### src/hdl/pcs_pkg.sv
// shared constants and types for the packet command sequencer
package pcs_pkg;
   // ----------------------------------------
   // register byte offsets
   // ----------------------------------------
   localparam logic [5:0] OFF_DATA = 6'h00;
   localparam logic [5:0] OFF_CMD = 6'h04;
   localparam logic [5:0] OFF_TF = 6'h08;
   localparam logic [5:0] OFF_CTL = 6'h0C;
   localparam logic [5:0] OFF_STAT = 6'h10;
   localparam logic [5:0] OFF_BCNT = 6'h14;
   localparam logic [5:0] OFF_DCTL = 6'h18;
   localparam logic [5:0] OFF_DADDR = 6'h1C;
   localparam logic [5:0] OFF_DCNT = 6'h20;
   localparam logic [5:0] OFF_ISTAT = 6'h24;
   localparam logic [5:0] OFF_IMASK = 6'h28;
   // ----------------------------------------
   // field positions and reset values
   // ----------------------------------------
   localparam int BUSY_FLAG_POS = 7;
   localparam int DREQ_FLAG_POS = 3;
   localparam int IRQ_PIO = 0;
   localparam int IRQ_REG = 1;
   localparam int IRQ_DMA = 2;
   localparam logic [7:0] STAT_RST = 8'h00;
   // ----------------------------------------
   // frame type codes seen on the receive side
   // ----------------------------------------
   localparam logic [7:0] FIS_REG_D2H = 8'h34;
   localparam logic [7:0] FIS_PIO_SETUP = 8'h5F;
   localparam logic [7:0] FIS_DMA_ACT = 8'h39;
   // ----------------------------------------
   // outbound fifo geometry and counts
   // ----------------------------------------
   localparam int FIFO_AW = 4;
   localparam logic [4:0] FIFO_DEPTH = 5'h10;
   localparam logic [15:0] WORD_ONE = 16'h1;
   localparam logic [31:0] ADDR_STEP = 32'h2;
   // sequencer states, one-hot
   typedef enum logic [3:0] {
      ST_IDLE = 4'b0001,
      ST_SEND = 4'b0010,
      ST_WAIT = 4'b0100,
      ST_PIO = 4'b1000
   } pcs_state_t;
endpackage

### src/hdl/pcs_stream_if.sv
// word stream carrier between sequencer blocks
`timescale 1ns/1ps
interface pcs_stream_if;
   logic [15:0] data;
   logic valid;
   logic ready;
   logic last;
   modport src (output data, output valid, output last, input ready);
   modport snk (input data, input valid, input last, output ready);
endinterface

### src/hdl/pcs_txfifo.sv
// outbound speed matching fifo for shadow data writes
`timescale 1ns/1ps
module pcs_txfifo
   import pcs_pkg::*;
(
   // clock and reset
   input logic clk,
   input logic srst,
   // push and pop streams
   pcs_stream_if.snk push,
   pcs_stream_if.src pop
);
   typedef struct packed {
      logic [FIFO_AW-1:0] wp;
      logic [FIFO_AW-1:0] rp;
      logic [4:0] cnt;
   } pcs_fifo_st_t;
   pcs_fifo_st_t s_r;
   pcs_fifo_st_t s_nxt;
   logic [16:0] mem [0:(1<<FIFO_AW)-1];
   logic wr;
   logic rd;
   // honest full and empty drive both handshakes
   assign push.ready = (s_r.cnt != FIFO_DEPTH);
   assign pop.valid = (s_r.cnt != 5'h0);
   assign pop.data = mem[s_r.rp][15:0];
   assign pop.last = mem[s_r.rp][16];
   assign wr = push.valid && push.ready;
   assign rd = pop.valid && pop.ready;
   // pointer and level update
   always_comb begin
      s_nxt = s_r;
      if (wr) begin
         s_nxt.wp = s_r.wp + 1'b1;
      end
      if (rd) begin
         s_nxt.rp = s_r.rp + 1'b1;
      end
      s_nxt.cnt = s_r.cnt + {4'h0, wr} - {4'h0, rd};
   end
   always_ff @(posedge clk) begin
      if (srst) begin
         s_r <= '0;
      end else begin
         s_r <= s_nxt;
      end
   end
   // storage has no reset, only the pointers matter
   always_ff @(posedge clk) begin
      if (wr) begin
         mem[s_r.wp] <= {push.last, push.data};
      end
   end
   AST_FIFO_PUSH: assert property (@(posedge clk) disable iff (srst)
      (wr && !rd) |=> (s_r.cnt == $past(s_r.cnt) + 5'h1))
      else $error("fifo push did not raise the level");
endmodule

### src/hdl/pcs_dma.sv
// host side dma engine, memory writes in and memory reads out
`timescale 1ns/1ps
module pcs_dma
   import pcs_pkg::*;
(
   // clock and reset
   input logic clk,
   input logic srst,
   // programming
   input logic run,
   input logic dir_out,
   input logic load,
   input logic active,
   input logic [31:0] addr_init,
   input logic [15:0] count_init,
   // data streams
   pcs_stream_if.snk rx,
   pcs_stream_if.src tx,
   // host memory
   output logic mem_wr_valid,
   output logic [31:0] mem_wr_addr,
   output logic [15:0] mem_wr_data,
   input logic mem_wr_ready,
   output logic mem_rd_req,
   output logic [31:0] mem_rd_addr,
   input logic mem_rd_valid,
   input logic [15:0] mem_rd_data,
   output logic done
);
   typedef struct packed {
      logic [31:0] addr;
      logic [15:0] rem;
      logic wv;
      logic [31:0] wa;
      logic [15:0] wd;
      logic rxr;
      logic rq;
      logic [31:0] ra;
      logic pend;
      logic tv;
      logic [15:0] td;
      logic tl;
      logic done;
   } pcs_dma_st_t;
   pcs_dma_st_t s_r;
   pcs_dma_st_t s_nxt;
   // one word in flight each way keeps the engine small, at best half rate in and a third out
   always_comb begin
      s_nxt = s_r;
      s_nxt.rq = 1'b0;
      s_nxt.done = 1'b0;
      if (s_r.wv && mem_wr_ready) begin
         s_nxt.wv = 1'b0;
      end
      if (s_r.tv && tx.ready) begin
         s_nxt.tv = 1'b0;
      end
      if (load) begin
         s_nxt.addr = addr_init;
         s_nxt.rem = count_init;
      end else begin
         if (rx.valid && s_r.rxr) begin
            s_nxt.wv = 1'b1;
            s_nxt.wa = s_r.addr;
            s_nxt.wd = rx.data;
            s_nxt.addr = s_r.addr + ADDR_STEP;
            s_nxt.rem = s_r.rem - WORD_ONE;
            s_nxt.done = (s_r.rem == WORD_ONE);
         end
         // armed for output stays paused until the drive activates it
         if (run && dir_out && active && s_r.rem != 16'h0 && !s_r.pend && !s_r.tv) begin
            s_nxt.rq = 1'b1;
            s_nxt.ra = s_r.addr;
            s_nxt.pend = 1'b1;
            s_nxt.addr = s_r.addr + ADDR_STEP;
         end
         if (s_r.pend && mem_rd_valid) begin
            s_nxt.pend = 1'b0;
            s_nxt.tv = 1'b1;
            s_nxt.td = mem_rd_data;
            s_nxt.rem = s_r.rem - WORD_ONE;
            s_nxt.tl = (s_r.rem == WORD_ONE);
            s_nxt.done = (s_r.rem == WORD_ONE);
         end
      end
      s_nxt.rxr = run && !dir_out && !load && !s_nxt.wv && s_nxt.rem != 16'h0;
   end
   always_ff @(posedge clk) begin
      if (srst) begin
         s_r <= '0;
      end else begin
         s_r <= s_nxt;
      end
   end
   // outputs straight from the state
   assign rx.ready = s_r.rxr;
   assign tx.valid = s_r.tv;
   assign tx.data = s_r.td;
   assign tx.last = s_r.tl;
   assign mem_wr_valid = s_r.wv;
   assign mem_wr_addr = s_r.wa;
   assign mem_wr_data = s_r.wd;
   assign mem_rd_req = s_r.rq;
   assign mem_rd_addr = s_r.ra;
   assign done = s_r.done;
   AST_DMA_PAUSED: assert property (@(posedge clk) disable iff (srst)
      (run && dir_out && !active) |=> !mem_rd_req)
      else $error("dma read before activation");
   AST_DMA_COUNT: assert property (@(posedge clk) disable iff (srst)
      (tx.valid && tx.last) |-> (s_r.rem == 16'h0))
      else $error("dma output count does not match programmed count");
endmodule

### src/hdl/pcs_seq.sv
// packet command sequencer top: shadow registers, fis handling, tx path
//
// Our own choices: the Avalon-MM register port and the register offsets.
`timescale 1ns/1ps
module pcs_seq
   import pcs_pkg::*;
(
   // clock and reset
   input logic CORE_CLK,
   input logic SRST,
   // register bus
   input logic [5:0] AVS_ADDRESS,
   input logic AVS_READ,
   input logic AVS_WRITE,
   input logic [31:0] AVS_WRITEDATA,
   output logic [31:0] AVS_READDATA,
   output logic AVS_WAITREQUEST,
   // received frames from the link
   input logic RX_FIS_VALID,
   input logic [7:0] RX_FIS_TYPE,
   input logic [7:0] RX_FIS_STATUS,
   input logic [7:0] RX_FIS_ESTATUS,
   input logic [15:0] RX_FIS_COUNT,
   input logic RX_FIS_IRQ,
   input logic RX_FIS_DIR,
   input logic [31:0] RX_FIS_TASKFILE,
   // received data payload
   input logic RX_DATA_VALID,
   input logic [15:0] RX_DATA,
   output logic RX_DATA_READY,
   // register frame to the link
   output logic TX_REG_REQ,
   input logic TX_REG_ACK,
   output logic [7:0] TX_REG_CMD,
   output logic [31:0] TX_REG_TASKFILE,
   output logic [7:0] TX_REG_CTRL,
   // data frame to the link
   output logic TX_DATA_VALID,
   output logic [15:0] TX_DATA,
   output logic TX_DATA_LAST,
   input logic TX_DATA_READY,
   // host memory
   output logic MEM_WR_VALID,
   output logic [31:0] MEM_WR_ADDR,
   output logic [15:0] MEM_WR_DATA,
   input logic MEM_WR_READY,
   output logic MEM_RD_REQ,
   output logic [31:0] MEM_RD_ADDR,
   input logic MEM_RD_VALID,
   input logic [15:0] MEM_RD_DATA,
   // interrupt
   output logic IRQ
);
   // ----------------------------------------
   // state record
   // ----------------------------------------
   typedef struct packed {
      pcs_state_t st;
      logic [7:0] stat;
      logic [7:0] cmd;
      logic [31:0] tf;
      logic [7:0] ctl;
      logic [7:0] estat;
      logic [15:0] wcnt;
      logic [15:0] bcnt;
      logic run;
      logic dir;
      logic act;
      logic load;
      logic [31:0] daddr;
      logic [15:0] dcnt;
      logic [2:0] ist;
      logic [2:0] imask;
      logic irq;
      logic wt;
      logic [31:0] rdata;
      logic treq;
      logic tv;
      logic [15:0] td;
      logic tl;
   } pcs_top_st_t;
   pcs_top_st_t s_r;
   pcs_top_st_t s_nxt;
   logic req;
   logic dwr;
   logic ack;
   logic take;
   logic clr;
   logic [2:0] ev;
   logic [31:0] rd;
   logic dma_done;
   pcs_stream_if fin ();
   pcs_stream_if fout ();
   pcs_stream_if drx ();
   pcs_stream_if dtx ();
   // ----------------------------------------
   // bus handshake
   // ----------------------------------------
   // a data write stalls on a full fifo, so software is throttled
   assign req = (AVS_READ || AVS_WRITE) && s_r.wt;
   assign dwr = AVS_WRITE && (AVS_ADDRESS == OFF_DATA) && (s_r.st == ST_PIO);
   assign ack = req && !(dwr && !fin.ready);
   // fifo push straight from the accepted write
   assign fin.valid = ack && dwr;
   assign fin.data = AVS_WRITEDATA[15:0];
   assign fin.last = (s_r.wcnt == WORD_ONE);
   // incoming payload only reaches a programmed dma
   assign drx.valid = RX_DATA_VALID;
   assign drx.data = RX_DATA;
   assign drx.last = 1'b0;
   // tx stage pulls from fifo first, dma otherwise
   assign take = !s_r.tv || TX_DATA_READY;
   assign fout.ready = take;
   assign dtx.ready = take && !fout.valid;
   // ----------------------------------------
   // next state
   // ----------------------------------------
   always_comb begin
      s_nxt = s_r;
      s_nxt.wt = 1'b1;
      s_nxt.load = 1'b0;
      ev = 3'h0;
      rd = 32'h0;
      clr = 1'b0;
      // software accesses, answered one cycle after being seen
      if (ack) begin
         s_nxt.wt = 1'b0;
         if (AVS_WRITE) begin
            case (AVS_ADDRESS)
               OFF_DATA: begin
                  if (s_r.st == ST_PIO) begin
                     s_nxt.wcnt = s_r.wcnt - WORD_ONE;
                     if (s_r.wcnt == WORD_ONE) begin
                        s_nxt.stat = s_r.estat;
                        s_nxt.st = ST_WAIT;
                     end
                  end
               end
               OFF_CMD: begin
                  s_nxt.cmd = AVS_WRITEDATA[7:0];
                  s_nxt.stat[BUSY_FLAG_POS] = 1'b1;
                  s_nxt.treq = 1'b1;
                  s_nxt.st = ST_SEND;
               end
               OFF_TF: begin
                  s_nxt.tf = AVS_WRITEDATA;
               end
               OFF_CTL: begin
                  s_nxt.ctl = AVS_WRITEDATA[7:0];
               end
               OFF_DCTL: begin
                  s_nxt.run = AVS_WRITEDATA[0];
                  s_nxt.dir = AVS_WRITEDATA[1];
                  s_nxt.load = AVS_WRITEDATA[0] && !s_r.run;
                  if (!AVS_WRITEDATA[0]) begin
                     s_nxt.act = 1'b0;
                  end
               end
               OFF_DADDR: begin
                  s_nxt.daddr = AVS_WRITEDATA;
               end
               OFF_DCNT: begin
                  s_nxt.dcnt = AVS_WRITEDATA[15:0];
               end
               OFF_IMASK: begin
                  s_nxt.imask = AVS_WRITEDATA[2:0];
               end
               default: begin
               end
            endcase
         end else begin
            case (AVS_ADDRESS)
               OFF_CMD: rd = {24'h0, s_r.cmd};
               OFF_TF: rd = s_r.tf;
               OFF_CTL: rd = {24'h0, s_r.ctl};
               OFF_STAT: rd = {24'h0, s_r.stat};
               OFF_BCNT: rd = {16'h0, s_r.bcnt};
               OFF_DCTL: rd = {29'h0, s_r.act, s_r.dir, s_r.run};
               OFF_DADDR: rd = s_r.daddr;
               OFF_DCNT: rd = {16'h0, s_r.dcnt};
               OFF_ISTAT: begin
                  rd = {29'h0, s_r.ist};
                  clr = 1'b1;
               end
               OFF_IMASK: rd = {29'h0, s_r.imask};
               default: rd = 32'h0;
            endcase
         end
         s_nxt.rdata = rd;
      end
      // register frame leaves once the link takes it
      if (s_r.treq && TX_REG_ACK) begin
         s_nxt.treq = 1'b0;
         s_nxt.st = ST_WAIT;
      end
      // frames from the drive
      if (RX_FIS_VALID) begin
         case (RX_FIS_TYPE)
            FIS_PIO_SETUP: begin
               // only host-to-drive transfers are sequenced here
               if (RX_FIS_DIR) begin
                  s_nxt.stat = RX_FIS_STATUS;
                  s_nxt.estat = RX_FIS_ESTATUS;
                  s_nxt.wcnt = RX_FIS_COUNT;
                  s_nxt.bcnt = {RX_FIS_COUNT[14:0], 1'b0};
                  s_nxt.st = ST_PIO;
                  ev[IRQ_PIO] = RX_FIS_IRQ;
               end
            end
            FIS_REG_D2H: begin
               s_nxt.stat = RX_FIS_STATUS;
               s_nxt.tf = RX_FIS_TASKFILE;
               if (!RX_FIS_STATUS[BUSY_FLAG_POS]) begin
                  s_nxt.st = ST_IDLE;
               end
               ev[IRQ_REG] = RX_FIS_IRQ;
            end
            FIS_DMA_ACT: begin
               if (s_r.run && s_r.dir) begin
                  s_nxt.act = 1'b1;
               end
            end
            default: begin
            end
         endcase
      end
      // dma finished its programmed count
      if (dma_done) begin
         s_nxt.run = 1'b0;
         s_nxt.act = 1'b0;
         ev[IRQ_DMA] = 1'b1;
      end
      // read clears, but a new event in the same cycle survives
      s_nxt.ist = (clr ? 3'h0 : s_r.ist) | ev;
      s_nxt.irq = |(s_nxt.ist & s_nxt.imask);
      // outbound data stage, frame close rides on the last word
      if (take) begin
         s_nxt.tv = fout.valid || dtx.valid;
         s_nxt.td = fout.valid ? fout.data : dtx.data;
         s_nxt.tl = fout.valid ? fout.last : dtx.last;
      end
   end
   // ----------------------------------------
   // state register
   // ----------------------------------------
   always_ff @(posedge CORE_CLK) begin
      if (SRST) begin
         s_r <= '0;
         s_r.st <= ST_IDLE;
         s_r.stat <= STAT_RST;
         s_r.wt <= 1'b1;
      end else begin
         s_r <= s_nxt;
      end
   end
   // ----------------------------------------
   // sub blocks
   // ----------------------------------------
   pcs_txfifo u_fifo (
      .clk (CORE_CLK),
      .srst (SRST),
      .push (fin),
      .pop (fout)
   );
   pcs_dma u_dma (
      .clk (CORE_CLK),
      .srst (SRST),
      .run (s_r.run),
      .dir_out (s_r.dir),
      .load (s_r.load),
      .active (s_r.act),
      .addr_init (s_r.daddr),
      .count_init (s_r.dcnt),
      .rx (drx),
      .tx (dtx),
      .mem_wr_valid (MEM_WR_VALID),
      .mem_wr_addr (MEM_WR_ADDR),
      .mem_wr_data (MEM_WR_DATA),
      .mem_wr_ready (MEM_WR_READY),
      .mem_rd_req (MEM_RD_REQ),
      .mem_rd_addr (MEM_RD_ADDR),
      .mem_rd_valid (MEM_RD_VALID),
      .mem_rd_data (MEM_RD_DATA),
      .done (dma_done)
   );
   // ----------------------------------------
   // outputs, all from state flops
   // ----------------------------------------
   assign AVS_WAITREQUEST = s_r.wt;
   assign AVS_READDATA = s_r.rdata;
   assign RX_DATA_READY = drx.ready;
   assign TX_REG_REQ = s_r.treq;
   assign TX_REG_CMD = s_r.cmd;
   assign TX_REG_TASKFILE = s_r.tf;
   assign TX_REG_CTRL = s_r.ctl;
   assign TX_DATA_VALID = s_r.tv;
   assign TX_DATA = s_r.td;
   assign TX_DATA_LAST = s_r.tl;
   assign IRQ = s_r.irq;
   // ----------------------------------------
   // checks
   // ----------------------------------------
   AST_CMD_BUSY: assert property (@(posedge CORE_CLK) disable iff (SRST)
      (ack && AVS_WRITE && AVS_ADDRESS == OFF_CMD) |=> (s_r.stat[BUSY_FLAG_POS] && s_r.treq))
      else $error("command write did not set busy and request");
   AST_PIO_LOAD: assert property (@(posedge CORE_CLK) disable iff (SRST)
      (RX_FIS_VALID && RX_FIS_TYPE == FIS_PIO_SETUP && RX_FIS_DIR)
      |=> (s_r.stat == $past(RX_FIS_STATUS) && s_r.st == ST_PIO))
      else $error("pio setup did not load beginning status");
   AST_FINAL: assert property (@(posedge CORE_CLK) disable iff (SRST)
      (fin.valid && fin.ready && fin.last) |=> (s_r.stat == $past(s_r.estat) && s_r.st == ST_WAIT))
      else $error("final status not loaded after last word");
   AST_WORDCNT: assert property (@(posedge CORE_CLK) disable iff (SRST)
      (fin.valid && fin.ready && !fin.last) |=> (s_r.wcnt == $past(s_r.wcnt) - 16'h1))
      else $error("word counter did not count down");
   AST_REG_LOAD: assert property (@(posedge CORE_CLK) disable iff (SRST)
      (RX_FIS_VALID && RX_FIS_TYPE == FIS_REG_D2H) |=> (s_r.tf == $past(RX_FIS_TASKFILE)))
      else $error("register frame not copied to shadow");
   AST_REG_IRQ: assert property (@(posedge CORE_CLK) disable iff (SRST)
      $rose(s_r.ist[IRQ_REG]) |-> $past(RX_FIS_VALID && RX_FIS_TYPE == FIS_REG_D2H && RX_FIS_IRQ))
      else $error("register interrupt without flag");
   AST_DMA_ROUTE: assert property (@(posedge CORE_CLK) disable iff (SRST)
      (RX_DATA_VALID && RX_DATA_READY) |-> (s_r.run && !s_r.dir))
      else $error("incoming data taken without programmed dma");
endmodule

### config.mk
export PLATFORM = sky130hd
export DESIGN_NAME = pcs_seq
export DESIGN_NICKNAME = d
export VERILOG_FILES = /design/src/hdl/pcs_pkg.sv /design/src/hdl/pcs_stream_if.sv /design/src/hdl/pcs_txfifo.sv /design/src/hdl/pcs_dma.sv /design/src/hdl/pcs_seq.sv
export SDC_FILE = /design/constraint.sdc
export NUM_CORES = 1
export LEC_CHECK = 0
export ABC_CLOCK_PERIOD_IN_PS = 6300
export BUFFER_PORTS_ARGS = -buffer_cell sky130_fd_sc_hd__clkbuf_2
export CAP_MARGIN = 10
export CORE_MARGIN = 5
export CORE_UTILIZATION = 41
export CTS_BUF_LIST = sky130_fd_sc_hd__clkbuf_16
export CTS_CLUSTER_SIZE = 16
export DETAILED_ROUTE_END_ITERATION = 7
export GPL_TIMING_DRIVEN = 1
export SETUP_SLACK_MARGIN = 0.2
export SLEW_MARGIN = 10
export SYNTH_ARGS = -nofsm -noshare
export SYNTH_HDL_FRONTEND = slang
export SYNTH_SLANG_ARGS = --single-unit
export TNS_END_PERCENT = 1
### constraint.sdc
create_clock -name CORE_CLK -period 6.3 [get_ports CORE_CLK]
set_input_delay 0.315 -clock CORE_CLK [delete_from_list [all_inputs] [get_ports CORE_CLK]]
set_output_delay 0.315 -clock CORE_CLK [all_outputs]
set_load 0.05 [all_outputs]
==> metrics.txt, run 1 <==
status complete, but fails checks; failing checks design-rule violations; # Max-Cap Violations 0; Final Max Slew Viols 0; Setup TNS 0 ns; Placed Area ~30000 sq um; Worst Hold Path Cells 3; DR WL/cell 22.6 um; sequential share of the synthesized area 56.1%; Yosys warning count 0; Iteration-0 DRC Markers slightly above 2000; CTS HTree Levels 3; Worst Clk Skew 0.0199 ns; final setup fails 0; diode count 0; detailed placer's ending HPWL around 57000 um; Distinct cells, synth 86; CORE AREA 68200 sq um; final worst slack 2.99 ns; design area around 32000 sq um; Initial Utilization 41.1%; Crit. End Element register; final WL 84200 um; fillers ~6000; register clock-pin slew on the reported worst setup and hold paths 0.06 ns; Post-synth ARST share 0%; Num CTS Buffers 71; Synth Instances 2579; Post-route DRC 3; syn_area_per_cell about 11 sq um; CP peak stage delay 0.87 ns; Tmin final 3.31 ns; fin nets 2960; critical path type register to register; routed vias 20916; post-synthesis cell area between 20000 and 30000 sq um; syn nets 2751; GPL Wtd Cong ~0.89; relative slew slack 19.6%; layout cell share with drive strength beyond 1 21.4%; CP required 6.75 ns; Fin. Hold Viols 0; CTS tree done; die footprint 73800 sq um; die width 272 um; Tot GR Track Use 22.1%; worst skew pair latency slightly above 0.6 ns; dominant synthesized flop cell dfxtp_1; Non-Filler Instances 3726; crit path max fanout 43; Die Y 272 um; Fin Hold WS between 0.03 and 0.04 ns; DP Worst Slack around 2.5 ns; Antenna Nets Post-Route 0; Seq cells post-synth 650; Worst Hold Class input port to register; drt pass-1 iters 8; critical path's slowest cell a311o_2; Cell Rows 96; drt via density approximately 5.6; Layout area overhead 15.8%; Root Buffer clkbuf_16; initial antenna violation count 1; number of global-route vias before repair between 20000 and 25000; Startpoint Class register; critical-path cell list nor4_1 -> and3b_1 -> a311o_2 -> nand2_2 -> a222oi_1 -> nor2_1; Peak VDD IR approximately 0.19 mV; RSZ-0062 raised after global routing no; Post-CTS Repair Setup Buffers 0; Post-synth EDFFs 272; placed cells about 3500; Sink Count 650; Crit path arrival time 3.76 ns; P per Cell Area 304 nW/um^2; worst-margin pin slew 1.21 ns; Congestion Overflow GR 0; worst r2r path cells 6; leakage 0.0114 uW; global-route wire length before repair 128000 um; Highest Clock Rate 302 MHz; CTS max path bufs 3; io pins 338; Final Cycle Share 52.5%; largest net degree at the start of global routing 137; Port Buffer Count approximately 340
## critical path, delay by kind of cell (launching register included)
kind	cells	cell delay (ns)
simple gates	4	1.50
compound gates	2	1.28
flops	1	0.37
## cell type report
cell class,count,area [sq um],share of cell area [%]
tap,882,1100,3.40
clock buffer,75,1880,5.78
inverter,23,86.3,0.266
sequential,650,15700,48.5
clock inverter,54,337,1.04
timing repair buffer,480,3050,9.39
multi-input combinational,1562,10300,31.7
## power by group
group	internal [uW]	total, uW	switching, uW	leakage, uW
clock	2270	3980	1710	0.00112
sequential	4460	4610	155	0.00550
combinational	556	1280	723	0.00482
## synthesized netlist by cell type (5+ instances only)
| cell type | count | area, sq um |
|---|---|---|
| edfxtp_1 | 272 | 8170 |
| a221oi_1 | 7 | 61.3 |
| mux2i_1 | 64 | 641 |
| a22oi_1 | 44 | 330 |
| or3_1 | 14 | 87.6 |
| ha_1 | 17 | 213 |
| buf_4 | 182 | 1370 |
| a211oi_1 | 51 | 383 |
| nor2_1 | 174 | 653 |
| a222oi_1 | 14 | 140 |
| dfxtp_1 | 378 | 7570 |
| a311oi_1 | 11 | 96.3 |
| nand2b_1 | 13 | 81.3 |
| a31oi_1 | 21 | 131 |
| mux2_2 | 10 | 113 |
| xnor2_1 | 16 | 140 |
| and3_1 | 8 | 50.1 |
| nand3_1 | 47 | 235 |
| clkbuf_1 | 129 | 484 |
| o211a_1 | 7 | 70.1 |
| buf_2 | 17 | 85.1 |
| or2_2 | 6 | 37.5 |
| mux4_2 | 85 | 1910 |
| a21oi_1 | 214 | 1070 |
| inv_1 | 22 | 82.6 |
| nand4_1 | 8 | 50.1 |
| buf_1 | 13 | 48.8 |
| a22o_1 | 18 | 158 |
| nor4_1 | 28 | 175 |
| xor2_1 | 24 | 210 |
| nand2_1 | 469 | 1760 |
| a21o_1 | 5 | 37.5 |
| nor3_1 | 32 | 160 |
| o211ai_1 | 9 | 67.6 |
| nor2b_1 | 9 | 56.3 |
| o21ai_0 | 49 | 245 |
## cells by family after synthesis
group / after synthesis / synth area share [%]
simple gates: 851 / 13.5
flops: 650 / 56.1
compound gates: 494 / 11.3
buf+inv: 367 / 7.50
mux: 159 / 9.51
xor+xnor: 40 / 1.25
fa+ha+maj: 18 / 0.830
## layer usage
layer	vias to the layer above	global-route usage, %	share of wire [%]
met5	-	0	0
li1	9578	-	-
met1	10378	32.1	44
met4	0	5.67	2.4
met2	839	33.8	46
met3	121	5.05	8.1
## metrics by stage
| step | power, uW | util [%] |
|---|---|---|
| floorplan | 5550 | - |
| global placement | 5910 | 42.8 |
| detailed placement | 5940 | 42.8 |
| CTS | 9970 | 47.6 |
| global route | 10200 | 47.6 |
| finish | 9870 | 47.6 |
## what timing repair did
action	in CTS	in global routing
endpoints found under the hold margin	115	0
resized for setup	0	0
setup endpoints to repair	0	0
hold buffers	107	0
## flip-flops by register name (all words and copies together) (netlist names), 8 cells and up, named ones only
name	cells
u_dma.mem_wr_data	16
TX_REG_TASKFILE	32
u_dma.s_r	49
u_dma.mem_wr_addr	32
TX_REG_CTRL	8
TX_DATA	16
u_dma.mem_rd_addr	32
AVS_READDATA	32
TX_REG_CMD	8
u_dma.tx.data	16
s_r	109
u_fifo.mem	272
u_fifo.s_r	13
## path summary, 6_finish.rpt
path	startpoint	endpoint	slack, ns
worst max-delay path	u_dma.s_r[105]	u_dma.s_r[139]	2.99
worst min-delay path	RX_FIS_COUNT[14]	s_r[126]	0.04
worst max register to register	u_dma.s_r[105]	u_dma.s_r[139]	2.99
worst min register to register	u_dma.mem_wr_addr[26]	u_dma.mem_wr_addr[26]	0.45
## layout by cell type (no fill, tap or decap), drive strengths merged, types with 5 or more instances in the layout
master       count
nand3           47
or4              5
a21o             5
ha              17
nand2          470
or2              6
clkinvlp         7
a31oi           21
xnor2           16
a222oi          14
o311ai           6
dfxtp          378
o21ai           51
a221oi           7
mux2i           64
nor4            31
dlygate4sd3    107
nor3            33
a22o            18
a211oi          51
nand4            9
mux2            10
xor2            24
a311oi          12
buf             37
a22oi           44
o211ai           9
and3             9
nor2           176
mux4            85
nor2b            9
inv             40
or3             14
o211a            7
a21oi          214
nand2b          14
clkbuf         411
edfxtp         272
clkinv          27
Power figures use the tool's default switching activity.
==> inputs of run 2 (changes only) <==
--- a/config.mk
+++ b/config.mk
@@ -5,7 +5,7 @@
 export SDC_FILE = /design/constraint.sdc
 export NUM_CORES = 1
 export LEC_CHECK = 0
-export ABC_CLOCK_PERIOD_IN_PS = 6300
+export ABC_CLOCK_PERIOD_IN_PS = 2800
 export BUFFER_PORTS_ARGS = -buffer_cell sky130_fd_sc_hd__clkbuf_2
 export CAP_MARGIN = 10
 export CORE_MARGIN = 5
==> constraint.sdc (replaced) <==
create_clock -name CORE_CLK -period 2.8 [get_ports CORE_CLK]
set_input_delay 0.14 -clock CORE_CLK [delete_from_list [all_inputs] [get_ports CORE_CLK]]
set_output_delay 0.14 -clock CORE_CLK [all_outputs]
set_load 0.05 [all_outputs]
==> metrics.txt, run 2 (same netlist as run 1, synthesis figures left out) <==
status complete, but fails checks; failing checks design-rule violations; Post-route DRC 14; crit path max fanout 5; worst-margin pin slew 1.15 ns; Largest Register u_fifo.mem; routed vias 21048; die width 272 um; Final Max Slew Viols 0; number of global-route vias before repair 20810; fin nets 3024; CP dominant cell by count inv_1; footprint of the multi-input gates just over 10000 sq um; Die Y 272 um; Layout area overhead 19.0%; fillers 6132; Crit path arrival time 3.12 ns; layout cell share with drive strength beyond 1 about 23%; Worst Clk Skew 0.0325 ns; critical path's slowest cell or3_1; Antenna Nets Post-Route 0; Worst Hold Class input port to register; critical-path cell list inv_1 -> ha_4 -> nor4b_4 -> nor2_4 -> ha_1 -> inv_1 -> ha_1 -> inv_1 -> fa_2 -> inv_1 -> a21oi_1 -> nor2_1 -> or3_1 -> a21oi_2; Iteration-0 DRC Markers 2035; GPL Wtd Cong 0.907; Tmin final 2.59 ns; leakage 0.0118 uW; Setup TNS 0 ns; design area around 33000 sq um; placed cells 3537; io pins 338; Non-Filler Instances 3794; FF+latch area ~16000 sq um; worst skew pair latency 0.61 ns; Final Cycle Share ~93%; Crit. End Element register; final setup fails 0; DR WL/cell 22.3 um; largest net degree at the start of global routing 128; Highest Clock Rate 386 MHz; CTS HTree Levels 3; final WL 84600 um; CP required 3.33 ns; Initial Utilization 41.1%; drt via density 5.55; Port Buffer Count about 340; Crit path max-delay family adder cells; RSZ-0062 raised after global routing yes; Pwr Total 22500 uW; final worst slack 0.210 ns; Tot GR Track Use 22.2%; P per Cell Area 673 nW/um^2; Fin. Hold Viols 0; CORE AREA a little under 70000 sq um; CTS max path bufs 3; Buf/Inv on CP 4; register clock-pin slew on the reported worst setup and hold paths 0.06 ns; Placed Area 29800 sq um; global-route wire length before repair 127000 um; most common cell after layout, fill and taps aside nand2_1; critical path type register to register; Cell Rows 96; Root Buffer clkbuf_16; drt pass-1 iters 8; Num CTS Buffers 70; Sink Count 650; relative slew slack 23.4%; Largest register FFs ~270; Peak VDD IR 0.360 mV; CP peak stage delay 0.36 ns; commonest cells after routing, fill and taps aside 468 x nand2_1, 374 x dfxtp_1, 336 x clkbuf_2, 272 x edfxtp_1, 213 x a21oi_1; die footprint 73800 sq um; Congestion Overflow GR 0; DP Worst Slack ~0.17 ns; detailed placer's ending HPWL 57600 um; # Max-Cap Violations 0; largest registers u_fifo.mem x272, s_r x109, u_dma.s_r x49; CTS tree done; Startpoint Class register; initial antenna violation count 6
## run 2: cell count changes in the layout (fill, tap and decap cells not counted), sizes merged
cell / previous run / this run
inv: 40 / 36
bufinv: 3 / 6
diode: 0 / 4
clkinv: 27 / 30
clkinvlp: 7 / 5
clkbuf: 411 / 410
buf: 37 / 84
dlygate4sd3: 107 / 125
## run 2: metrics by stage
step           util [%]  hold WS (ns)
3_5_place_dp       43.7         0.370
2_1_floorplan         -         0.217
5_1_grt            48.9        0.0818
4_1_cts            48.9       0.00761
3_3_place_gp       43.7         0.364
6_report           48.9        0.0508
## run 2: what timing repair did
action,4_1_cts,5_1_grt
hold endpoints to repair,176,0
pin swaps,0,1
resized for setup,3,5
hold buffers,125,0
buffers inserted,0,0
endpoints found under the setup margin,1,269
## run 2: final timing paths
kind                                             from                    end  slack, ns  depth (start not counted)
worst max-delay path                    u_fifo.s_r[3]          u_fifo.s_r[4]       0.21                         14
worst min-delay path                        AVS_WRITE                s_r[57]       0.05                          4
worst max register to register          u_fifo.s_r[3]          u_fifo.s_r[4]       0.21                         14
worst min register to register  u_dma.mem_wr_addr[13]  u_dma.mem_wr_addr[13]       0.46                          2
## run 2: power by group
part / internal (uW) / total, uW / switching [uW]
registers: 10000 / 10200 / 146
clock network: 5330 / 9130 / 3800
logic: 1370 / 3160 / 1790
total: 16700 / 22500 / 5740
## run 2: metal layers
metal / global-route usage (%) / up-vias / part of all wire, %
met5: 0 / - / 0.015
met4: 7.68 / 2 / 3.2
met3: 4.45 / 166 / 7.6
met2: 33.7 / 803 / 45
met1: 31.9 / 10359 / 44
li1: - / 9718 / -
## run 2: final cells by class
cell class / instances / share of cell area (%)
Multi-Input combinational cell: 1562 / 31.1
Sequential cell: 650 / 47.2
Inverter: 23 / 0.259
Clock buffer: 74 / 5.55
Antenna cell: 4 / 0.0300
Timing Repair Buffer: 545 / 11.4
Clock inverter: 54 / 1.23
Tap cell: 882 / 3.31
## run 2: worst min-delay path: cells and delay by family
family,cells,cell delay (ns)
and+or+nand+nor,2,0.24
AOI/OAI and AO/OA,1,0.07
buffers and inverters,1,0.15
